<file path="config.mk">
export PLATFORM = sky130hd
export DESIGN_NAME = adc_sync_ref_pattern_config
export DESIGN_NICKNAME = d
export VERILOG_FILES = /design/src/rtl/cfg_bank_pkg.sv /design/src/rtl/adc_sync_ref_pattern_config.sv /design/src/rtl/serial_port_slave.sv
export SDC_FILE = /design/constraint.sdc
export NUM_CORES = 1
export LEC_CHECK = 0
export BUFFER_PORTS_ARGS = -buffer_cell sky130_fd_sc_hd__buf_2
export CAP_MARGIN = 20
export CORE_UTILIZATION = 45
export CTS_CLUSTER_SIZE = 40
export DETAILED_ROUTE_END_ITERATION = 10
export SLEW_MARGIN = 20
export SYNTH_ARGS = -nofsm -noshare
export SYNTH_HDL_FRONTEND = slang
export SYNTH_SLANG_ARGS = --single-unit
</file>
<file path="constraint.sdc">
create_clock -name clk_i -period 11.7 [get_ports clk_i]
set_input_delay 2.34 -clock clk_i [delete_from_list [all_inputs] [get_ports clk_i]]
set_output_delay 2.34 -clock clk_i [all_outputs]
set_load 0.01 [all_outputs]
</file>
<file path="src/rtl/cfg_bank_pkg.sv">
`default_nettype none
package cfg_bank_pkg;
    localparam logic [6:0] OFS_SYNC_REF   = 7'h0E;
    localparam logic [6:0] OFS_INPUT_MODE = 7'h11;
    localparam logic [6:0] OFS_FUSE_LOAD  = 7'h13;
    localparam logic [6:0] OFS_PAT_LOW    = 7'h14;
    localparam logic [6:0] OFS_PAT_MID    = 7'h15;
    localparam logic [6:0] OFS_PAT_HIGH   = 7'h16;
    localparam int         NUM_REGS       = 6;
    localparam logic [2:0] IDX_SYNC_REF   = 3'h0;
    localparam logic [2:0] IDX_INPUT_MODE = 3'h1;
    localparam logic [2:0] IDX_FUSE_LOAD  = 3'h2;
    localparam logic [2:0] IDX_PAT_LOW    = 3'h3;
    localparam logic [2:0] IDX_PAT_MID    = 3'h4;
    localparam logic [2:0] IDX_PAT_HIGH   = 3'h5;
    localparam logic [2:0] IDX_NONE       = 3'h7;
    localparam logic [7:0] REG_RESET      = 8'h00;
    localparam int         BIT_PIN_SYNC   = 7;
    localparam int         BIT_SOFT_SYNC  = 6;
    localparam int         BIT_SOFT_EN    = 5;
    localparam int         BIT_VREF_OWNER = 3;
    localparam int         BIT_VREF_LSB   = 1;
    localparam int         BIT_SE_CLOCK   = 0;
    localparam int         BIT_CHAN_A_SE  = 5;
    localparam int         BIT_CHAN_B_SE  = 4;
    localparam int         BIT_MAP_LOAD   = 0;
    localparam int         PAT_A_LSB      = 2;
    localparam int         PAT_B_LSB      = 5;
    localparam int         PATTERN_W      = 18;
    localparam logic [4:0] HDR_BITS       = 5'h08;
    localparam logic [4:0] FRAME_BITS     = 5'h10;
    typedef enum logic [2:0] {
        PAT_NORMAL = 3'b000,
        PAT_RAMP   = 3'b010,
        PAT_CONST  = 3'b011
    } pattern_mode_t;
    typedef enum logic [1:0] {
        VREF_INTERNAL = 2'b00,
        VREF_EXT_BUF  = 2'b01,
        VREF_EXTERNAL = 2'b10
    } vref_sel_t;
endpackage
`default_nettype wire

</file>
<file path="src/rtl/adc_sync_ref_pattern_config.sv">
`timescale 1ns/100ps
`default_nettype none
module adc_sync_ref_pattern_config
    import cfg_bank_pkg::*;
#(
    parameter int SAMPLE_W = 14
) (
    input  wire logic                clk_i,
    input  wire logic                rst_i,
    input  wire logic                serial_clock_i,
    input  wire logic                serial_enable_n_i,
    input  wire logic                serial_data_i,
    output logic                     serial_data_o,
    output logic                     serial_data_oe_n_o,
    input  wire logic                align_or_powerdown_pin_i,
    input  wire logic [1:0]          vref_buffer_pin_i,
    input  wire logic [7:0]          iface_select_i,
    input  wire logic [SAMPLE_W-1:0] chan_a_sample_i,
    input  wire logic [SAMPLE_W-1:0] chan_b_sample_i,
    output logic                     powerdown_o,
    output logic                     sync_cmd_o,
    output logic [1:0]               vref_select_o,
    output logic                     single_ended_clock_select_o,
    output logic                     diff_clock_buffer_off_o,
    output logic                     chan_a_single_ended_o,
    output logic                     chan_b_single_ended_o,
    output logic [7:0]               bit_mapping_o,
    output logic [SAMPLE_W-1:0]      chan_a_data_o,
    output logic [SAMPLE_W-1:0]      chan_b_data_o
);
    if (SAMPLE_W < 1 || SAMPLE_W > PATTERN_W) begin : g_width_check
        $error("SAMPLE_W must lie between 1 and the pattern width");
    end

    function automatic logic [2:0] reg_index(input logic [6:0] a);
        case (a)
            OFS_SYNC_REF:   reg_index = IDX_SYNC_REF;
            OFS_INPUT_MODE: reg_index = IDX_INPUT_MODE;
            OFS_FUSE_LOAD:  reg_index = IDX_FUSE_LOAD;
            OFS_PAT_LOW:    reg_index = IDX_PAT_LOW;
            OFS_PAT_MID:    reg_index = IDX_PAT_MID;
            OFS_PAT_HIGH:   reg_index = IDX_PAT_HIGH;
            default:        reg_index = IDX_NONE;
        endcase
    endfunction

    logic                wr;
    logic [6:0]          addr;
    logic [7:0]          wdata;
    logic [7:0]          rdata;
    logic [2:0]          idx;
    logic [7:0]          regs_q [NUM_REGS];
    logic [7:0]          regs_d [NUM_REGS];
    logic [7:0]          ctrl;
    logic [PATTERN_W-1:0] pattern_value;
    logic [SAMPLE_W-1:0] pat_top;
    logic [SAMPLE_W-1:0] sample [2];
    logic [SAMPLE_W-1:0] chan_data [2];
    logic [2:0]          pin_s1_q, pin_s2_q, pin_s3_q, pin_lvl_q, pin_lvl_d;
    logic                pin_prev_q, soft_prev_q, load_prev_q;
    logic                load_fall;
    logic                sync_q, sync_d, pdn_q, pdn_d;
    logic [7:0]          map_q, map_d;

    serial_port_slave u_port (
        .clk_i      (clk_i),
        .rst_i      (rst_i),
        .sclk_i     (serial_clock_i),
        .sen_n_i    (serial_enable_n_i),
        .sdi_i      (serial_data_i),
        .rdata_i    (rdata),
        .sdo_o      (serial_data_o),
        .sdo_oe_n_o (serial_data_oe_n_o),
        .wr_o       (wr),
        .addr_o     (addr),
        .wdata_o    (wdata)
    );

    assign idx   = reg_index(addr);
    assign rdata = (idx == IDX_NONE) ? 8'h00 : regs_q[idx];
    assign ctrl  = regs_q[IDX_SYNC_REF];
    assign load_fall = load_prev_q & ~regs_q[IDX_FUSE_LOAD][BIT_MAP_LOAD];

    // Register file. A load that completes returns every other register
    // to its reset value; a write landing in that same cycle is lost.
    always_comb begin
        regs_d = regs_q;
        if (load_fall) begin
            for (int i = 0; i < NUM_REGS; i++) begin
                if (i != int'(IDX_FUSE_LOAD)) begin
                    regs_d[i] = REG_RESET;
                end
            end
        end else if (wr && idx != IDX_NONE) begin
            regs_d[idx] = wdata;
        end
    end

    always_ff @(posedge clk_i or posedge rst_i) begin
        if (rst_i) begin
            for (int i = 0; i < NUM_REGS; i++) begin
                regs_q[i] <= REG_RESET;
            end
        end else begin
            regs_q <= regs_d;
        end
    end

    // Pin inputs: bit 2 is the sync/power-down pin, bits 1:0 the
    // reference pin code.
    always_comb begin
        pin_lvl_d = (pin_s2_q & pin_s3_q)
                  | (pin_lvl_q & (pin_s2_q ^ pin_s3_q));
        pdn_d = pin_lvl_q[2] & ~ctrl[BIT_PIN_SYNC];
        sync_d = 1'b0;
        if (ctrl[BIT_SOFT_EN]) begin
            // Only a 0 to 1 change counts, and the bit never clears itself (a write
            // or a completed load clears it), so the host writes it back to zero first.
            sync_d = ctrl[BIT_SOFT_SYNC] & ~soft_prev_q;
        end else if (ctrl[BIT_PIN_SYNC]) begin
            sync_d = pin_lvl_q[2] & ~pin_prev_q;
        end
        map_d = load_fall ? iface_select_i : map_q;
    end

    always_ff @(posedge clk_i or posedge rst_i) begin
        if (rst_i) begin
            pin_s1_q    <= 3'h0;
            pin_s2_q    <= 3'h0;
            pin_s3_q    <= 3'h0;
            pin_lvl_q   <= 3'h0;
            pin_prev_q  <= 1'b0;
            soft_prev_q <= 1'b0;
            load_prev_q <= 1'b0;
            sync_q      <= 1'b0;
            pdn_q       <= 1'b0;
            map_q       <= 8'h00;
        end else begin
            pin_s1_q    <= {align_or_powerdown_pin_i, vref_buffer_pin_i};
            pin_s2_q    <= pin_s1_q;
            pin_s3_q    <= pin_s2_q;
            pin_lvl_q   <= pin_lvl_d;
            pin_prev_q  <= pin_lvl_q[2];
            soft_prev_q <= ctrl[BIT_SOFT_SYNC];
            load_prev_q <= regs_q[IDX_FUSE_LOAD][BIT_MAP_LOAD];
            sync_q      <= sync_d;
            pdn_q       <= pdn_d;
            map_q       <= map_d;
        end
    end

    assign powerdown_o   = pdn_q;
    assign sync_cmd_o    = sync_q;
    assign bit_mapping_o = map_q;
    assign vref_select_o = ctrl[BIT_VREF_OWNER]
                         ? ctrl[BIT_VREF_LSB+:2]
                         : pin_lvl_q[1:0];
    assign single_ended_clock_select_o = ctrl[BIT_VREF_OWNER]
                                       & ctrl[BIT_SE_CLOCK];
    assign diff_clock_buffer_off_o = single_ended_clock_select_o;
    assign chan_a_single_ended_o =
        regs_q[IDX_INPUT_MODE][BIT_CHAN_A_SE];
    assign chan_b_single_ended_o =
        regs_q[IDX_INPUT_MODE][BIT_CHAN_B_SE];

    // The top bits of the pattern value serve as constant and ramp step.
    assign pattern_value = {regs_q[IDX_PAT_HIGH][1:0],
                            regs_q[IDX_PAT_MID],
                            regs_q[IDX_PAT_LOW]};
    assign pat_top = pattern_value[PATTERN_W-1 -: SAMPLE_W];
    assign sample[0] = chan_a_sample_i;
    assign sample[1] = chan_b_sample_i;

    for (genvar g = 0; g < 2; g++) begin : g_chan
        logic [SAMPLE_W-1:0] ramp_q, ramp_d, data_q, data_d;
        pattern_mode_t       mode;
        assign mode = pattern_mode_t'(regs_q[IDX_PAT_HIGH]
                      [(g == 0 ? PAT_A_LSB : PAT_B_LSB) +: 3]);
        always_comb begin
            ramp_d = '0;
            case (mode)
                PAT_RAMP: begin
                    ramp_d = ramp_q + pat_top;
                    data_d = ramp_q;
                end
                PAT_CONST: data_d = pat_top;
                // Unused codes fall back to live data rather than junk.
                default:   data_d = sample[g];
            endcase
        end
        always_ff @(posedge clk_i or posedge rst_i) begin
            if (rst_i) begin
                ramp_q <= '0;
                data_q <= '0;
            end else begin
                ramp_q <= ramp_d;
                data_q <= data_d;
            end
        end
        assign chan_data[g] = data_q;
    end

    assign chan_a_data_o = chan_data[0];
    assign chan_b_data_o = chan_data[1];

    logic [2:0] mode_a;
    assign mode_a = regs_q[IDX_PAT_HIGH][PAT_A_LSB+:3];
endmodule
`default_nettype wire

</file>
<file path="src/rtl/serial_port_slave.sv">
`timescale 1ns/100ps
`default_nettype none
// Frame: read flag, 7 address bits, 8 data bits, most significant first.
// Pins are sampled, so the serial clock must be well below clk_i / 8.
module serial_port_slave
    import cfg_bank_pkg::*;
(
    input  wire logic       clk_i,
    input  wire logic       rst_i,
    input  wire logic       sclk_i,
    input  wire logic       sen_n_i,
    input  wire logic       sdi_i,
    input  wire logic [7:0] rdata_i,
    output logic            sdo_o,
    output logic            sdo_oe_n_o,
    output logic            wr_o,
    output logic [6:0]      addr_o,
    output logic [7:0]      wdata_o
);
    logic [2:0]  s1_q, s2_q, s3_q, lvl_q, lvl_d;
    logic        prev_q;
    logic [15:0] sh_q, sh_d;
    logic [4:0]  cnt_q, cnt_d;
    logic [7:0]  hdr_q, hdr_d, wdata_q, wdata_d;
    logic        sdo_q, sdo_d, oe_n_q, oe_n_d, wr_q, wr_d;
    logic        rise, fall;

    assign rise = lvl_q[2] & ~prev_q;
    assign fall = ~lvl_q[2] & prev_q;

    always_comb begin
        // A pin change counts once the second and third stage agree.
        lvl_d   = (s2_q & s3_q) | (lvl_q & (s2_q ^ s3_q));
        sh_d    = sh_q;
        cnt_d   = cnt_q;
        hdr_d   = hdr_q;
        sdo_d   = sdo_q;
        wdata_d = wdata_q;
        wr_d    = 1'b0;
        oe_n_d  = 1'b1;
        if (lvl_q[1]) begin
            cnt_d = 5'h00;
        end else begin
            oe_n_d = ~(hdr_q[7] & (cnt_q >= HDR_BITS));
            if (rise && cnt_q < FRAME_BITS) begin
                sh_d  = {sh_q[14:0], lvl_q[0]};
                cnt_d = cnt_q + 5'h01;
                if (cnt_q == HDR_BITS - 5'h01) begin
                    hdr_d = sh_d[7:0];
                end
                if (cnt_q == FRAME_BITS - 5'h01 && !sh_d[15]) begin
                    wr_d    = 1'b1;
                    wdata_d = sh_d[7:0];
                end
            end
            if (fall && cnt_q >= HDR_BITS && cnt_q < FRAME_BITS) begin
                sdo_d = rdata_i[~cnt_q[2:0]];
            end
        end
    end

    always_ff @(posedge clk_i or posedge rst_i) begin
        if (rst_i) begin
            s1_q    <= 3'h2;
            s2_q    <= 3'h2;
            s3_q    <= 3'h2;
            lvl_q   <= 3'h2;
            prev_q  <= 1'b0;
            sh_q    <= 16'h0000;
            cnt_q   <= 5'h00;
            hdr_q   <= 8'h00;
            wdata_q <= 8'h00;
            sdo_q   <= 1'b0;
            oe_n_q  <= 1'b1;
            wr_q    <= 1'b0;
        end else begin
            s1_q    <= {sclk_i, sen_n_i, sdi_i};
            s2_q    <= s1_q;
            s3_q    <= s2_q;
            lvl_q   <= lvl_d;
            prev_q  <= lvl_q[2];
            sh_q    <= sh_d;
            cnt_q   <= cnt_d;
            hdr_q   <= hdr_d;
            wdata_q <= wdata_d;
            sdo_q   <= sdo_d;
            oe_n_q  <= oe_n_d;
            wr_q    <= wr_d;
        end
    end

    assign sdo_o      = sdo_q;
    assign sdo_oe_n_o = oe_n_q;
    assign wr_o       = wr_q;
    assign addr_o     = hdr_q[6:0];
    assign wdata_o    = wdata_q;
endmodule
`default_nettype wire

</file>
==> flow_summary.ini <==
[run_status]
status = finished, final reports clean

[route]
ant_nets = 0
via_count = 5688
drt_iter0_drc = 342
wire_per_inst_um = 16.8
finalWirelength_um = 17800
via_per_inst = 5.38
route.detailed.drc = 0
firstDrtPassIters = 4

[sta]
rsz0062_at_grt = no
drv_slew = 0
fmaxAchievable_ghz = 0.271
fin_ws_ps = 8010
whs_ps = 352
relSlewSlack = 0.365
hold_violations = 0
setup_viol = 0
max_slew.worst_pin.slew_ps = 953
tns_ps = 0
finalCritPeriodShare = 0.316
skew_ps = 8.74
finalCriticalPeriod_ps = 3690

[worst_setup_path]
worst_ep_arrival_time_ps = 1350
critPathMaxStageDelay_ps = 440
critPathLaunchType = flop
crit_path_max_fanout = 5
timing.rr.end = g_chan[0].ramp_q[12]
crit_type = reg2out
cpMaxStageDelayCell = dfrtp_1
rrSetupSlack_ps = 8820
crit_end = vref_select_o[0]
worst_ep_required_time_ps = 9360
r2r_start = pat_top[0]
crit_path_start = ctrl[3]
reg2regPathDepth = 10
crit_path_end_kind = output port
path_cells = mux2_2 -> buf_2

[layout]
syn2layout_area_growth_pct = 14.1
n_antenna_cell = 0
layout-drive-gt1-share = 0.236
final_util = 0.523
fin_cells = 1057
nets = 890

[placement]
hpwlAfterDp_um = 12400
port_buffers = 89
place_congestion = 0.822
placed_cells = 1025
place_ws_ps = 7510

[clock_network]
clockBufferDepth = 2
cts_root_buf = clkbuf_16
cts_tree = yes
cts_setup_buffers = 0
cts.sinks = 181
htree_levels = 4
clkTransAtPathRegs_ps = 60
clkLatencyLatePin_ps = 430
hold_buffers = 0
cts_resized = 0
numCtsBuffers = 17

[die]
die_w_um = 140
core-area_um2 = 18600
rows = 50
pin_count = 90
chipHeight_um = 140
start_util = 0.458
die-area_um2 = 19500

[synth]
synthArstFlopShare = 1.00
synth_cell_types = 62
synth.top_cell.area_share = 0.516
synthTopCellsByCount = dfrtp_1 (176), nor2_1 (86), nand2_1 (66)
synth.top_cells.by_area = dfrtp_1 (52%), mux2i_1 (7.6%), mux2_2 (5.4%)
avgSynthCellArea_um2 = 11.6
ys_ff_latch = 181
synth_seq_area_share = 0.531
synth.most_common_cell = dfrtp_1
synthCells = 734
synth_nets = 814
synth_top_area_cell = dfrtp_1
syn-cell-area_um2 = 8540
synth_ff_type = dfrtp_1
ys.warnings.count = 0
synth-edff-count = 0

[power]
ir_drop_uv = 115
power_density_nw_per_um2 = 138
power_leakage_uw = 0.00483

[global_routing]
grt_usage = 0.196
overflow = 0
grt_max_degree = 109
grt_pass1_wl_um = 29900
grt_pass1_vias = 5770
antenna_found_initial = 0

[job]
cap_viol_max_count = 0

[min_path]
hp-class = reg2reg
## cell usage in the layout (no fill, tap or decap), types with 8 or more instances in the layout
cell,netlist,routed
a21o_1,12,12
a21oi_1,16,16
a22o_1,9,9
and3_1,8,8
buf_2,3,89
clkbuf_16,0,17
dfrtp_1,176,176
ha_1,34,34
inv_1,20,19
mux2_2,41,41
mux2i_1,65,65
nand2_1,66,66
nor2_1,86,86
o21ai_0,33,33
xnor2_1,21,21
xor2_1,10,10
## worst max-delay path: cells and delay by family (launching register included)
family | cells | cell delay (ps)
flops | 1 | 440
buf+inv | 1 | 140
mux | 1 | 350
## sequential cells by signal (all words and copies together) (netlist names), 3 cells and up
| register | flops |
|---|---|
| u_port.s1_q | 3 |
| u_port.cnt_q | 5 |
| u_port.lvl_q | 3 |
| pin_s2_q | 3 |
| ctrl | 8 |
| g_chan.ramp_q | 28 |
| pin_lvl_q | 3 |
| regs_q | 14 |
| u_port.s2_q | 3 |
| bit_mapping_o | 8 |
| chan_b_data_o | 14 |
| chan_a_data_o | 14 |
| g_chan.mode | 6 |
| u_port.s3_q | 3 |
| pin_s1_q | 3 |
| pat_top | 14 |
| u_port.wdata_o | 8 |
| pattern_value | 4 |
| u_port.hdr_q | 8 |
| pin_s3_q | 3 |
| u_port.sh_q | 15 |
## area by class of cell
cell class | instances | area, um^2
fillers | 1611 | 8890
flip-flops and latches | 181 | 4540
multi-input cells | 498 | 3770
repair buffers | 91 | 460
clock buffers | 19 | 433
well taps | 234 | 293
clock inverters | 13 | 169
inverters | 21 | 83.8
## per-stage QoR
stage               total power, uW  area, um^2
finish                         1350        9750
global route                   1400        9750
CTS                            1360        9750
detailed placement              774        9150
global placement                770        9140
floorplan                       742        8540
## logic make-up (layout without fill, tap and decap cells)
logic type,count (synthesis),in the layout,synth area share
DFF,181,181,0.531
xor gates and xnor gates,32,32,0.0337
adders and majority gates,36,36,0.0545
and+or+nand+nor,205,205,0.111
buffers and inverters,55,144,0.0287
muxes,112,112,0.146
AOI/OAI and AO/OA,113,113,0.0946
## worst min-delay path by stage
stage | from | endpoint | slack (ps) | cells after the start
global placement | pin_s1_q[1] | pin_s2_q[1] | 330 | 0
global route | pin_s1_q[0] | pin_s2_q[0] | 360 | 0
floorplan | pin_s1_q[0] | pin_s2_q[0] | 330 | 0
detailed placement | u_port.s1_q[0] | u_port.s2_q[0] | 340 | 0
CTS | u_port.s1_q[0] | u_port.s2_q[0] | 350 | 0
finish | u_port.s1_q[0] | u_port.s2_q[0] | 350 | 0
## metal layers
layer	track usage	part of all wire	up-vias
met5	0	0	-
met4	0.0677	0.016	0
met1	0.269	0.47	2817
li1	-	-	2721
met3	0.0348	0.041	28
met2	0.314	0.47	122
## power by group
part,total (uW),internal [uW],switching [uW]
Sequential,682,656,25.1
Combinational,78.4,38.7,39.7
Clock,586,339,246
No activity file was read; power rests on OpenSTA's default activity.
